### config.mk
export PLATFORM = sky130hd
export DESIGN_NAME = adc_ctrl
export DESIGN_NICKNAME = d
export VERILOG_FILES = /design/src/core/adc_ctrl_pkg.sv /design/src/core/adc_ctrl.sv
export SDC_FILE = /design/constraint.sdc
export NUM_CORES = 2
export LEC_CHECK = 0
export BUFFER_PORTS_ARGS = -buffer_cell sky130_fd_sc_hd__buf_2
export CORE_AREA = 5 5 238 240
export DETAILED_ROUTE_END_ITERATION = 6
export DIE_AREA = 0 0 243 245
export GPL_TIMING_DRIVEN = 0
export PLACE_DENSITY = 0.78
export SKIP_LAST_GASP = 1
export SYNTH_ARGS = -nofsm -noshare
export SYNTH_HDL_FRONTEND = slang
export SYNTH_SLANG_ARGS = --single-unit
### constraint.sdc
create_clock -name mclk_in -period 12.81 [get_ports mclk_in]
set_input_delay 2.562 -clock mclk_in [delete_from_list [all_inputs] [get_ports mclk_in]]
set_output_delay 2.562 -clock mclk_in [all_outputs]
set_load 0.01 [all_outputs]
### src/core/adc_ctrl_pkg.sv
// Package for the converter mode and conversion-start control block.
// Assumes a single 250 MHz clock and pin-level inputs synchronous to it.
package adc_ctrl_pkg;

  localparam int          RESULT_W        = 18;
  localparam int          CHAN_N          = 8;
  localparam int          GROUP_CHANS     = 4;
  localparam int          CLK_PERIOD_NS   = 4;
  // Code step in nanovolts, full-scale span over two to the eighteenth
  localparam int          LSB_WIDE_NV     = 76295;
  localparam int          LSB_NARROW_NV   = 38148;
  // Settling after a range change, in microseconds, and its cycle count
  localparam int          RANGE_SETTLE_US = 80;
  localparam int          RANGE_SETTLE_CYC = RANGE_SETTLE_US * 1000 / CLK_PERIOD_NS;
  // Internal conversion clock divider and conversion length in its ticks
  localparam int          CONV_DIV        = 4;
  localparam logic [2:0]  CONV_DIV_LAST   = 3'h3;
  localparam logic [4:0]  CONV_BITS_LAST  = 5'h11;
  localparam logic [6:0]  OS_RATIO_MAX    = 7'h40;
  localparam logic [2:0]  OS_INVALID      = 3'h7;
  localparam logic [2:0]  OS_NONE         = 3'h0;
  localparam logic [RESULT_W-1:0] RESULT_RESET = 18'h00000;

  typedef enum logic [1:0] {
    IF_PARALLEL,
    IF_SERIAL,
    IF_PARALLEL_BYTE
  } iface_mode_t;

  typedef enum logic [1:0] {
    PWR_NORMAL,
    PWR_STANDBY,
    PWR_SHUTDOWN
  } power_mode_t;

  typedef struct packed {
    logic reference_source_select;
    logic range_wide;
    logic power_down_n;
    logic interface_type_select;
    logic byte_mode_select;
    logic [2:0] oversample_ratio_select;
  } cfg_pins_t;

  typedef struct packed {
    logic        bandgap_enable;
    logic        internal_ref_used;
    logic        ref_buffer_enable;
    logic        range_wide;
    power_mode_t power_mode;
    logic        reference_powered;
    logic        core_powered;
    iface_mode_t iface_mode;
  } mode_status_t;

endpackage

### src/core/adc_ctrl.sv
// Mode decode and conversion-start control for an eight-channel 18-bit converter.
// Assumes pins are synchronous to mclk_in; analog results arrive on sample inputs.
//
// Functional notes
// - Results are 18-bit two's complement, all channels
// - Code step is full-scale span over 2^18
// - Reference select high enables internal band-gap
// - Reference mode follows select pin at once
// - Range high wide span, low narrow
// - Range change immediate; host waits extra 80us
// - Power-down low enters standby or shutdown
// - Shutdown powers all off; standby keeps reference; reference_io_drive_out still follows select in shutdown
// - Interface select decodes parallel, serial, byte
// - Start A converts 1-4, B converts 5-8
// - Start rising edge holds and converts samples
// - Results readable whatever the start levels
// - Busy after both edges; starts ignored meanwhile
// - Reset clears logic and aborts conversion
// - Oversampling averages internal samples into 18 bits
`timescale 1ns/1ns
module adc_ctrl
  import adc_ctrl_pkg::*;
(
  input  wire logic                                  mclk_in,
  input  wire logic                                  sys_rst_in,
  input  wire adc_ctrl_pkg::cfg_pins_t               cfg_in,
  input  wire logic                                  sample_start_group_a_in,
  input  wire logic                                  sample_start_group_b_in,
  input  wire logic [adc_ctrl_pkg::CHAN_N*adc_ctrl_pkg::RESULT_W-1:0] sample_in,
  output adc_ctrl_pkg::mode_status_t                 mode_out,
  output logic                                       reference_io_drive_out,
  output logic                                       hold_group_a_out,
  output logic                                       hold_group_b_out,
  output logic                                       busy_out,
  output logic                                       range_settling_out,
  output logic                                       result_valid_out,
  output logic [adc_ctrl_pkg::CHAN_N*adc_ctrl_pkg::RESULT_W-1:0] result_out
);
  import adc_ctrl_pkg::*;

  localparam int ACC_W = RESULT_W + 6;

  typedef enum logic [1:0] {
    ST_IDLE,
    ST_WAIT_OTHER,
    ST_CONVERT
  } conv_state_t;

  function automatic iface_mode_t decode_iface(input logic sel, input logic byte_sel);
    if (!sel) begin
      decode_iface = IF_PARALLEL;
    end else if (byte_sel) begin
      decode_iface = IF_PARALLEL_BYTE;
    end else begin
      decode_iface = IF_SERIAL;
    end
  endfunction

  function automatic logic [6:0] os_ratio(input logic [2:0] os);
    if (os == OS_INVALID) begin
      os_ratio = 7'h01;
    end else begin
      os_ratio = 7'(7'h01 << os);
    end
  endfunction

  function automatic logic [2:0] oversample_ratio_select_q();
    oversample_ratio_select_q = (cfg_in.oversample_ratio_select == OS_INVALID) ?
                                OS_NONE : cfg_in.oversample_ratio_select;
  endfunction

  function automatic int os_shift(input logic [6:0] ratio);
    os_shift = 0;
    for (int i = 0; i < 7; i++) begin
      if (ratio[i]) begin
        os_shift = i;
      end
    end
  endfunction

  // Mode decode state
  mode_status_t mode_r, mode_nxt;
  logic         range_prev_r, range_prev_nxt;
  logic [14:0]  settle_cnt_r, settle_cnt_nxt;
  logic         settling_r, settling_nxt;

  always_comb begin
    mode_nxt.internal_ref_used = cfg_in.reference_source_select;
    mode_nxt.bandgap_enable    = cfg_in.reference_source_select &&
                                 (cfg_in.power_down_n || !cfg_in.range_wide);
    mode_nxt.ref_buffer_enable = cfg_in.power_down_n || !cfg_in.range_wide;
    mode_nxt.range_wide        = cfg_in.range_wide;
    if (cfg_in.power_down_n) begin
      mode_nxt.power_mode = PWR_NORMAL;
    end else if (cfg_in.range_wide) begin
      mode_nxt.power_mode = PWR_SHUTDOWN;
    end else begin
      mode_nxt.power_mode = PWR_STANDBY;
    end
    mode_nxt.reference_powered = (mode_nxt.power_mode != PWR_SHUTDOWN);
    mode_nxt.core_powered      = (mode_nxt.power_mode == PWR_NORMAL);
    mode_nxt.iface_mode = decode_iface(cfg_in.interface_type_select,
                                       cfg_in.byte_mode_select);
    range_prev_nxt = cfg_in.range_wide;
    settle_cnt_nxt = settle_cnt_r;
    settling_nxt   = settling_r;
    if (range_prev_r != cfg_in.range_wide) begin
      settle_cnt_nxt = 15'(RANGE_SETTLE_CYC - 1);
      settling_nxt   = 1'b1;
    end else if (settle_cnt_r != '0) begin
      settle_cnt_nxt = settle_cnt_r - 15'h0001;
    end else begin
      settling_nxt   = 1'b0;
    end
  end

  // Reference mode captured one edge after reset release, then tracks the pin
  always_ff @(posedge mclk_in or posedge sys_rst_in) begin
    if (sys_rst_in) begin
      mode_r       <= '0;
      range_prev_r <= 1'b0;
      settle_cnt_r <= '0;
      settling_r   <= 1'b0;
    end else begin
      mode_r       <= mode_nxt;
      range_prev_r <= range_prev_nxt;
      settle_cnt_r <= settle_cnt_nxt;
      settling_r   <= settling_nxt;
    end
  end

  // Conversion state
  conv_state_t state_r, state_nxt;
  logic        start_a_prev_r, start_b_prev_r;
  logic        hold_a_r, hold_a_nxt, hold_b_r, hold_b_nxt;
  logic [2:0]  div_r, div_nxt;
  logic [4:0]  bit_r, bit_nxt;
  logic [6:0]  os_cnt_r, os_cnt_nxt;
  logic [6:0]  os_target_r, os_target_nxt;
  logic        busy_r, busy_nxt;
  logic        valid_r, valid_nxt;
  logic [CHAN_N*RESULT_W-1:0] result_r, result_nxt;
  logic [CHAN_N*ACC_W-1:0]    acc_r, acc_nxt;
  logic        rise_a, rise_b, tick, last_bit;

  assign rise_a   = sample_start_group_a_in && !start_a_prev_r;
  assign rise_b   = sample_start_group_b_in && !start_b_prev_r;
  assign tick     = (div_r == CONV_DIV_LAST);
  assign last_bit = tick && (bit_r == CONV_BITS_LAST);

  always_comb begin
    state_nxt     = state_r;
    hold_a_nxt    = hold_a_r;
    hold_b_nxt    = hold_b_r;
    div_nxt       = '0;
    bit_nxt       = bit_r;
    os_cnt_nxt    = os_cnt_r;
    os_target_nxt = os_target_r;
    busy_nxt      = busy_r;
    valid_nxt     = valid_r;
    result_nxt    = result_r;
    acc_nxt       = acc_r;
    case (state_r)
      ST_IDLE, ST_WAIT_OTHER: begin
        if (rise_a && mode_r.core_powered) begin
          hold_a_nxt = 1'b1;
        end
        if (rise_b && mode_r.core_powered) begin
          hold_b_nxt = 1'b1;
        end
        state_nxt = (hold_a_nxt || hold_b_nxt) ? ST_WAIT_OTHER : ST_IDLE;
        if (hold_a_nxt && hold_b_nxt) begin
          state_nxt     = ST_CONVERT;
          busy_nxt      = 1'b1;
          bit_nxt       = '0;
          os_cnt_nxt    = '0;
          os_target_nxt = os_ratio(oversample_ratio_select_q());
          acc_nxt       = '0;
        end
      end
      ST_CONVERT: begin
        div_nxt = tick ? '0 : 3'(div_r + 3'h1);
        if (tick) begin
          bit_nxt = 5'(bit_r + 5'h01);
        end
        if (last_bit) begin
          bit_nxt = '0;
          for (int c = 0; c < CHAN_N; c++) begin
            acc_nxt[c*ACC_W +: ACC_W] = acc_r[c*ACC_W +: ACC_W] +
              ACC_W'(signed'(sample_in[c*RESULT_W +: RESULT_W]));
          end
          os_cnt_nxt = 7'(os_cnt_r + 7'h01);
          if (os_cnt_nxt == os_target_r) begin
            for (int c = 0; c < CHAN_N; c++) begin
              result_nxt[c*RESULT_W +: RESULT_W] =
                RESULT_W'(signed'(acc_nxt[c*ACC_W +: ACC_W]) >>> os_shift(os_target_r));
            end
            valid_nxt  = 1'b1;
            busy_nxt   = 1'b0;
            hold_a_nxt = 1'b0;
            hold_b_nxt = 1'b0;
            state_nxt  = ST_IDLE;
          end
        end
      end
      default: begin
        state_nxt = ST_IDLE;
      end
    endcase
  end

  always_ff @(posedge mclk_in or posedge sys_rst_in) begin
    if (sys_rst_in) begin
      state_r        <= ST_IDLE;
      start_a_prev_r <= 1'b1;
      start_b_prev_r <= 1'b1;
      hold_a_r       <= 1'b0;
      hold_b_r       <= 1'b0;
      div_r          <= '0;
      bit_r          <= '0;
      os_cnt_r       <= '0;
      os_target_r    <= '0;
      busy_r         <= 1'b0;
      valid_r        <= 1'b0;
      result_r       <= {CHAN_N{RESULT_RESET}};
      acc_r          <= '0;
    end else begin
      state_r        <= state_nxt;
      start_a_prev_r <= sample_start_group_a_in;
      start_b_prev_r <= sample_start_group_b_in;
      hold_a_r       <= hold_a_nxt;
      hold_b_r       <= hold_b_nxt;
      div_r          <= div_nxt;
      bit_r          <= bit_nxt;
      os_cnt_r       <= os_cnt_nxt;
      os_target_r    <= os_target_nxt;
      busy_r         <= busy_nxt;
      valid_r        <= valid_nxt;
      result_r       <= result_nxt;
      acc_r          <= acc_nxt;
    end
  end

  assign mode_out               = mode_r;
  assign reference_io_drive_out = mode_r.internal_ref_used;
  assign hold_group_a_out       = hold_a_r;
  assign hold_group_b_out       = hold_b_r;
  assign busy_out               = busy_r;
  assign range_settling_out     = settling_r;
  assign result_valid_out       = valid_r;
  assign result_out             = result_r;
endmodule // adc_ctrl

After elaboration in Yosys (flattened, before gate mapping)
Cells that the tools add are included.
Storage, ports and cells
  register bits: 392
  bits of input ports: 156
  output and inout bits: 160
  logic and storage cells: 129
Cells by class
  add/sub/neg operators: 12
  equality and inequality tests: 14
  shift-type cells: 9
  mux-type cells: 46
  reductions and logical operators: 25
Operators by type and width (count)
  2-to-1 mux 192 bit: 2
  case mux 192 bit (2 select lines): 1
  2-to-1 mux 32 bit: 8
  >>> shifter 24 x 32 -> 18 bit: 8
  adder 24 bit: 8
  2-to-1 mux 15 bit: 2
  2-to-1 mux 7 bit: 3
  2-to-1 mux 5 bit: 3
  nonzero test 15 bit: 1
  subtractor 15 x 1 -> 15 bit (second input constant): 1
  2-to-1 mux 2 bit: 7
  case mux 7 bit (2 select lines): 1
  AND reduction 3 bit: 4
  2-to-1 mux 1 bit: 11
  inequality test 2 bit (second input constant): 5
  case mux 5 bit (2 select lines): 1
  2-to-1 mux 3 bit: 3
  adder 7 x 1 -> 7 bit (second input constant): 1
  equality test 7 bit: 1
  logical AND 1 bit: 7
  left shift 1 x 3 -> 7 bit (first input constant): 1
  equality test 3 bit (second input constant): 2
  case mux 1 bit (2 select lines): 3
  adder 5 x 1 -> 5 bit (second input constant): 1
  other kinds (15): 21

Logic depth before layout (Yosys ltp)
  word-level depth: 10
  gate-level depth with buffers: 13
  gate-level depth less buffers: 13

Least setup slack after synthesis
OpenSTA, ideal clock, no wires.
  path kind: input-to-reg
  start: input port sample_in[126] in the netlist's numbering
  end: register result_r[138], in the netlist result_out[138]
  setup time: 124 ps
  arrival: 5239 ps
  data required time: 12686 ps
  setup slack: 7447 ps
  stages: 12
  cell sequence: ha_1 -> fa_1 -> a211oi_1 -> nor4_1 -> or2_1 -> o41ai_4 -> o311ai_1 -> xor2_1 -> mux2_2 -> mux2i_1 -> nor2_1 -> a211o_1
Between the ends
  word-level cells in the longest chain between the ends: 2
Ends and longest elaborated chain
  start: declaration: line adc_ctrl.sv:29  | input wire logic [adc_ctrl_pkg::CHAN_N*adc_ctrl_pkg::RESULT_W-1:0] sample_in,
  adder 24 bit: line adc_ctrl.sv:189  | acc_nxt[c*ACC_W +: ACC_W] = acc_r[c*ACC_W +: ACC_W] +
  >>> shifter 24 x 32 -> 18 bit: line adc_ctrl.sv:196  | RESULT_W'(signed'(acc_nxt[c*ACC_W +: ACC_W]) >>> os_shift(os_target_r));
  end signal: assignment: line adc_ctrl.sv:225  | result_r <= {CHAN_N{RESULT_RESET}};
  end signal: assignment: line adc_ctrl.sv:239  | result_r <= result_nxt;
  end: declaration: line adc_ctrl.sv:142  | logic [CHAN_N*RESULT_W-1:0] result_r, result_nxt;
Every way passes these cells.
A chain may end at the register's enable or synchronous reset.

Worst setup path in the final report
  start: input port sample_in[72] in the netlist's numbering
  end: register result_r[89], in the netlist result_out[89]
The elaborated chain is that of the path after synthesis.

==> impl_metrics.sql <==
INSERT INTO impl_metrics (metric_group, metric, value, unit) VALUES
('placement', 'dp_hpwl', '95500', 'um'),
('drt', 'vias_per_cell', '6.80', ''),
('yosys', 'seq_area_frac_synth', '33.2', '%'),
('placement', 'dpl_worst_slack', '6.54', 'ns'),
('yosys', 'ys_seq_elements', '392', ''),
('yosys', 'synth-edff-count', '0', ''),
('timing', 'tns', '0', 'ns'),
('yosys', 'async_flop_share', '100', '%'),
('timing', 'fmax', '169', 'MHz'),
('floorplanning', 'fp.dieH', '245', 'um'),
('worst_hold_path', 'hold-path-cell-count', '1', ''),
('drt', 'firstDrtPassIters', '7', ''),
('power_and_ir_drop', 'static-leakage-power', '15.6', 'nW'),
('yosys', 'post_synth.cell_area_avg', '8.22', 'um2'),
('setup_path', 'timing.reg2reg.setup_slack', '7.23', 'ns'),
('drt', 'vias', '32100', ''),
('placement', 'place_area', '32200', 'um2'),
('final_layout', 'net_count_final', '4321', ''),
('timing', 'finalHoldViolCount', '0', ''),
('cts', 'clk_pin_slew', '0.07', 'ns'),
('drt', 'route.antenna.remaining_nets', '0', ''),
('power_and_ir_drop', 'worst_ir_drop_vdd', '95.5', 'uV'),
('timing', 'max-slew-margin-rel', '-4.99', '%'),
('final_layout', 'stdcell_count', '4712', ''),
('cts', 'tritoncts.num_buffers', '48', ''),
('setup_path', 'timing.critical_path.slowest_stage_cell', 'a311oi_1', ''),
('run_status', 'status', 'complete, but fails checks', ''),
('final_layout', 'filler_cell_count', '4874', ''),
('global_routing', 'grtUsageMet3', '14.3', '%'),
('placement', 'gp_routability_congestion', '1.05', ''),
('setup_path', 'rr_worst_depth', '8', ''),
('global_routing', 'first_pass_grt_wire_length', '191000', 'um'),
('power_and_ir_drop', 'total_power', '0.00349', 'W'),
('cts', 'tritoncts', 'yes', ''),
('setup_path', 'critPathKind', 'in2reg', ''),
('drt', 'remaining_drc_errors', '143', ''),
('timing', 'setup-violations-final', '0', ''),
('floorplanning', 'fp.coreArea', '54400', 'um2'),
('setup_path', 'worstPathArrival', '6.39', 'ns'),
('drt', 'detail_route.iter0.violations', '4502', ''),
('timing', 'setup_repair_after_global_routing_missed_its_margin', 'no', ''),
('yosys', 'synthesis.instances', '3591', ''),
('final_layout', 'post-route-cell-area', '33900', 'um2'),
('setup_path', 'crit_path_start_kind', 'primary input', ''),
('global_routing', 'track_usage', '42.1', '%'),
('final_layout', 'drive_above_1_share', '12.6', '%'),
('floorplanning', 'placementRows', '86', ''),
('cts', 'cts-resized-gates', '0', ''),
('cts', 'clock-root-buffer', 'clkbuf_16', ''),
('setup_path', 'timing.critical_path.cells', 'buf_2 -> ha_1 -> inv_1 -> fa_1 -> nand2b_1 -> a21oi_1 -> o311a_1 -> o22ai_2 -> a21oi_1 -> nor3b_1 -> a311oi_1 -> a221oi_1 -> a22oi_1 -> o21ai_1', ''),
('timing', 'worst_pin_slew', '1.57', 'ns'),
('timing', 'slew_viol_final', '22', ''),
('global_routing', 'grt.met1_usage', '54.8', '%'),
('global_routing', 'pin_count_of_the_biggest_net_entering_global_routing', '42', ''),
('worst_hold_path', 'hold_class', 'reg2reg', ''),
('job', 'maxCapViolations', '2', ''),
('yosys', 'cell_area_after_synthesis', '29500', 'um2'),
('cts', 'post_cts.repair.setup_buffers', '0', ''),
('placement', 'place.port_buffers', '315', ''),
('setup_path', 'rr_endpoint', 'result_out[60]', ''),
('setup_path', 'worstSetupEndpointType', 'register', ''),
('setup_path', 'cpMostUsedCell', 'a21oi_1', ''),
('setup_path', 'cp_top_family', 'compound AO/OA/AOI/OAI gates', ''),
('cts', 'clk_path_buf_depth', '3', ''),
('yosys', 'synth_fp_nets', '3945', ''),
('power_and_ir_drop', 'pwr_density_cell', '103', 'nW/um2'),
('yosys', 'netlist-cell-type-count', '97', ''),
('setup_path', 'cp_slowest_stage_delay', '1.12', 'ns'),
('run_status', 'failed_checks', 'design-rule violations, max-capacitance violations, max-slew violations', ''),
('setup_path', 'crit_start', 'sample_in[72]', ''),
('timing', 'final.setup.worst_slack', '6.89', 'ns');
-- state kept, by name, summed over array words and instances (netlist names), 2 cells and up --
signal        count
mode_out          8
div_r             3
settle_cnt_r     15
state_r           2
acc_r           192
bit_r             5
os_cnt_r          7
result_out      144
os_target_r       7
-- through the flow --
step                      util, %  hold slack [ns]
after floorplan                 -            0.419
after global placement       58.7            0.438
after detailed placement     59.1            0.454
after CTS                    62.2            0.473
after global routing         62.2            0.498
final                        62.2            0.468
-- layout make-up --
class / instances / area, um2 / area share (%)
plain buffers: 215 / 841 / 2.48
flip-flops and latches: 392 / 9810 / 29.0
clock buffers: 57 / 1260 / 3.73
inverters: 60 / 229 / 0.676
well taps: 704 / 881 / 2.60
clock inverters: 33 / 427 / 1.26
diodes: 1 / 2.50 / 0.00739
multi-input cells: 2924 / 18600 / 55.0
repair buffers: 326 / 1790 / 5.29
-- layer usage --
layer,wire length (um),share of wire [%],vias to the layer above
li1,-,-,13900
met1,49700,38,15200
met2,53300,41,2295
met3,18100,14,650
met4,10100,7.7,6
met5,37,0.028,-
-- worst register-to-register path, delay by kind of cell (launching register included) --
| family | cells | cell delay, ns |
|---|---|---|
| and+or+nand+nor | 1 | 0.24 |
| muxes | 1 | 0.44 |
| buffers and inverters | 5 | 4.19 |
| DFF | 1 | 0.32 |
| AOI/OAI and AO/OA | 1 | 0.21 |
-- how the worst max path moves through the flow --
stage | to | slack (ns) | cells past startpoint
after CTS | result_out[89] | 7.14 | 14
after global routing | result_out[89] | 6.90 | 14
after floorplan | acc_r[0] | 4.98 | 1
after detailed placement | result_out[89] | 6.54 | 14
final | result_out[89] | 6.89 | 14
after global placement | mode_out[9] | 2.38 | 2
-- synth_stat cells, types with 50 or more instances --
cell	number	area [um2]
nor2_1	250	938
inv_1	58	218
xnor2_1	103	902
nand2_1	517	1940
xor2_1	86	753
a21oi_1	278	1390
mux2i_1	97	971
o21ai_0	264	1320
nand3_1	243	1220
a21o_1	83	623
clkbuf_1	158	593
o211ai_1	56	420
ha_1	190	2380
o21ai_1	65	325
o21a_1	50	375
dfrtp_1	390	9760
-- where the power goes --
group	switching (W)	internal, W
sequential	0.0000187	0.00126
clock	0.000624	0.000859
combinational	0.000465	0.000260
total	0.00111	0.00238
-- placed cells by master, fill, tap and decap left out, types with 49 or more instances in the layout --
master	instances
o21ai_0	264
o21ai_1	65
mux2i_1	97
xnor2_1	103
nand3_1	243
buf_2	336
nor2_1	249
inv_1	57
clkbuf_1	164
nor3_1	49
xor2_1	86
dfrtp_1	390
o211ai_1	56
ha_1	190
nand2_1	517
o21a_1	50
a21oi_1	278
a21o_1	83
-- cell families after synthesis --
| family | synth area share, % |
|---|---|
| compound gates | 24.8 |
| mux | 4.85 |
| fa+ha+maj | 8.60 |
| simple gates | 19.1 |
| xor+xnor | 5.80 |
| buf+inv | 3.61 |
| flops | 33.2 |
Power figures use the tool's default switching activity.
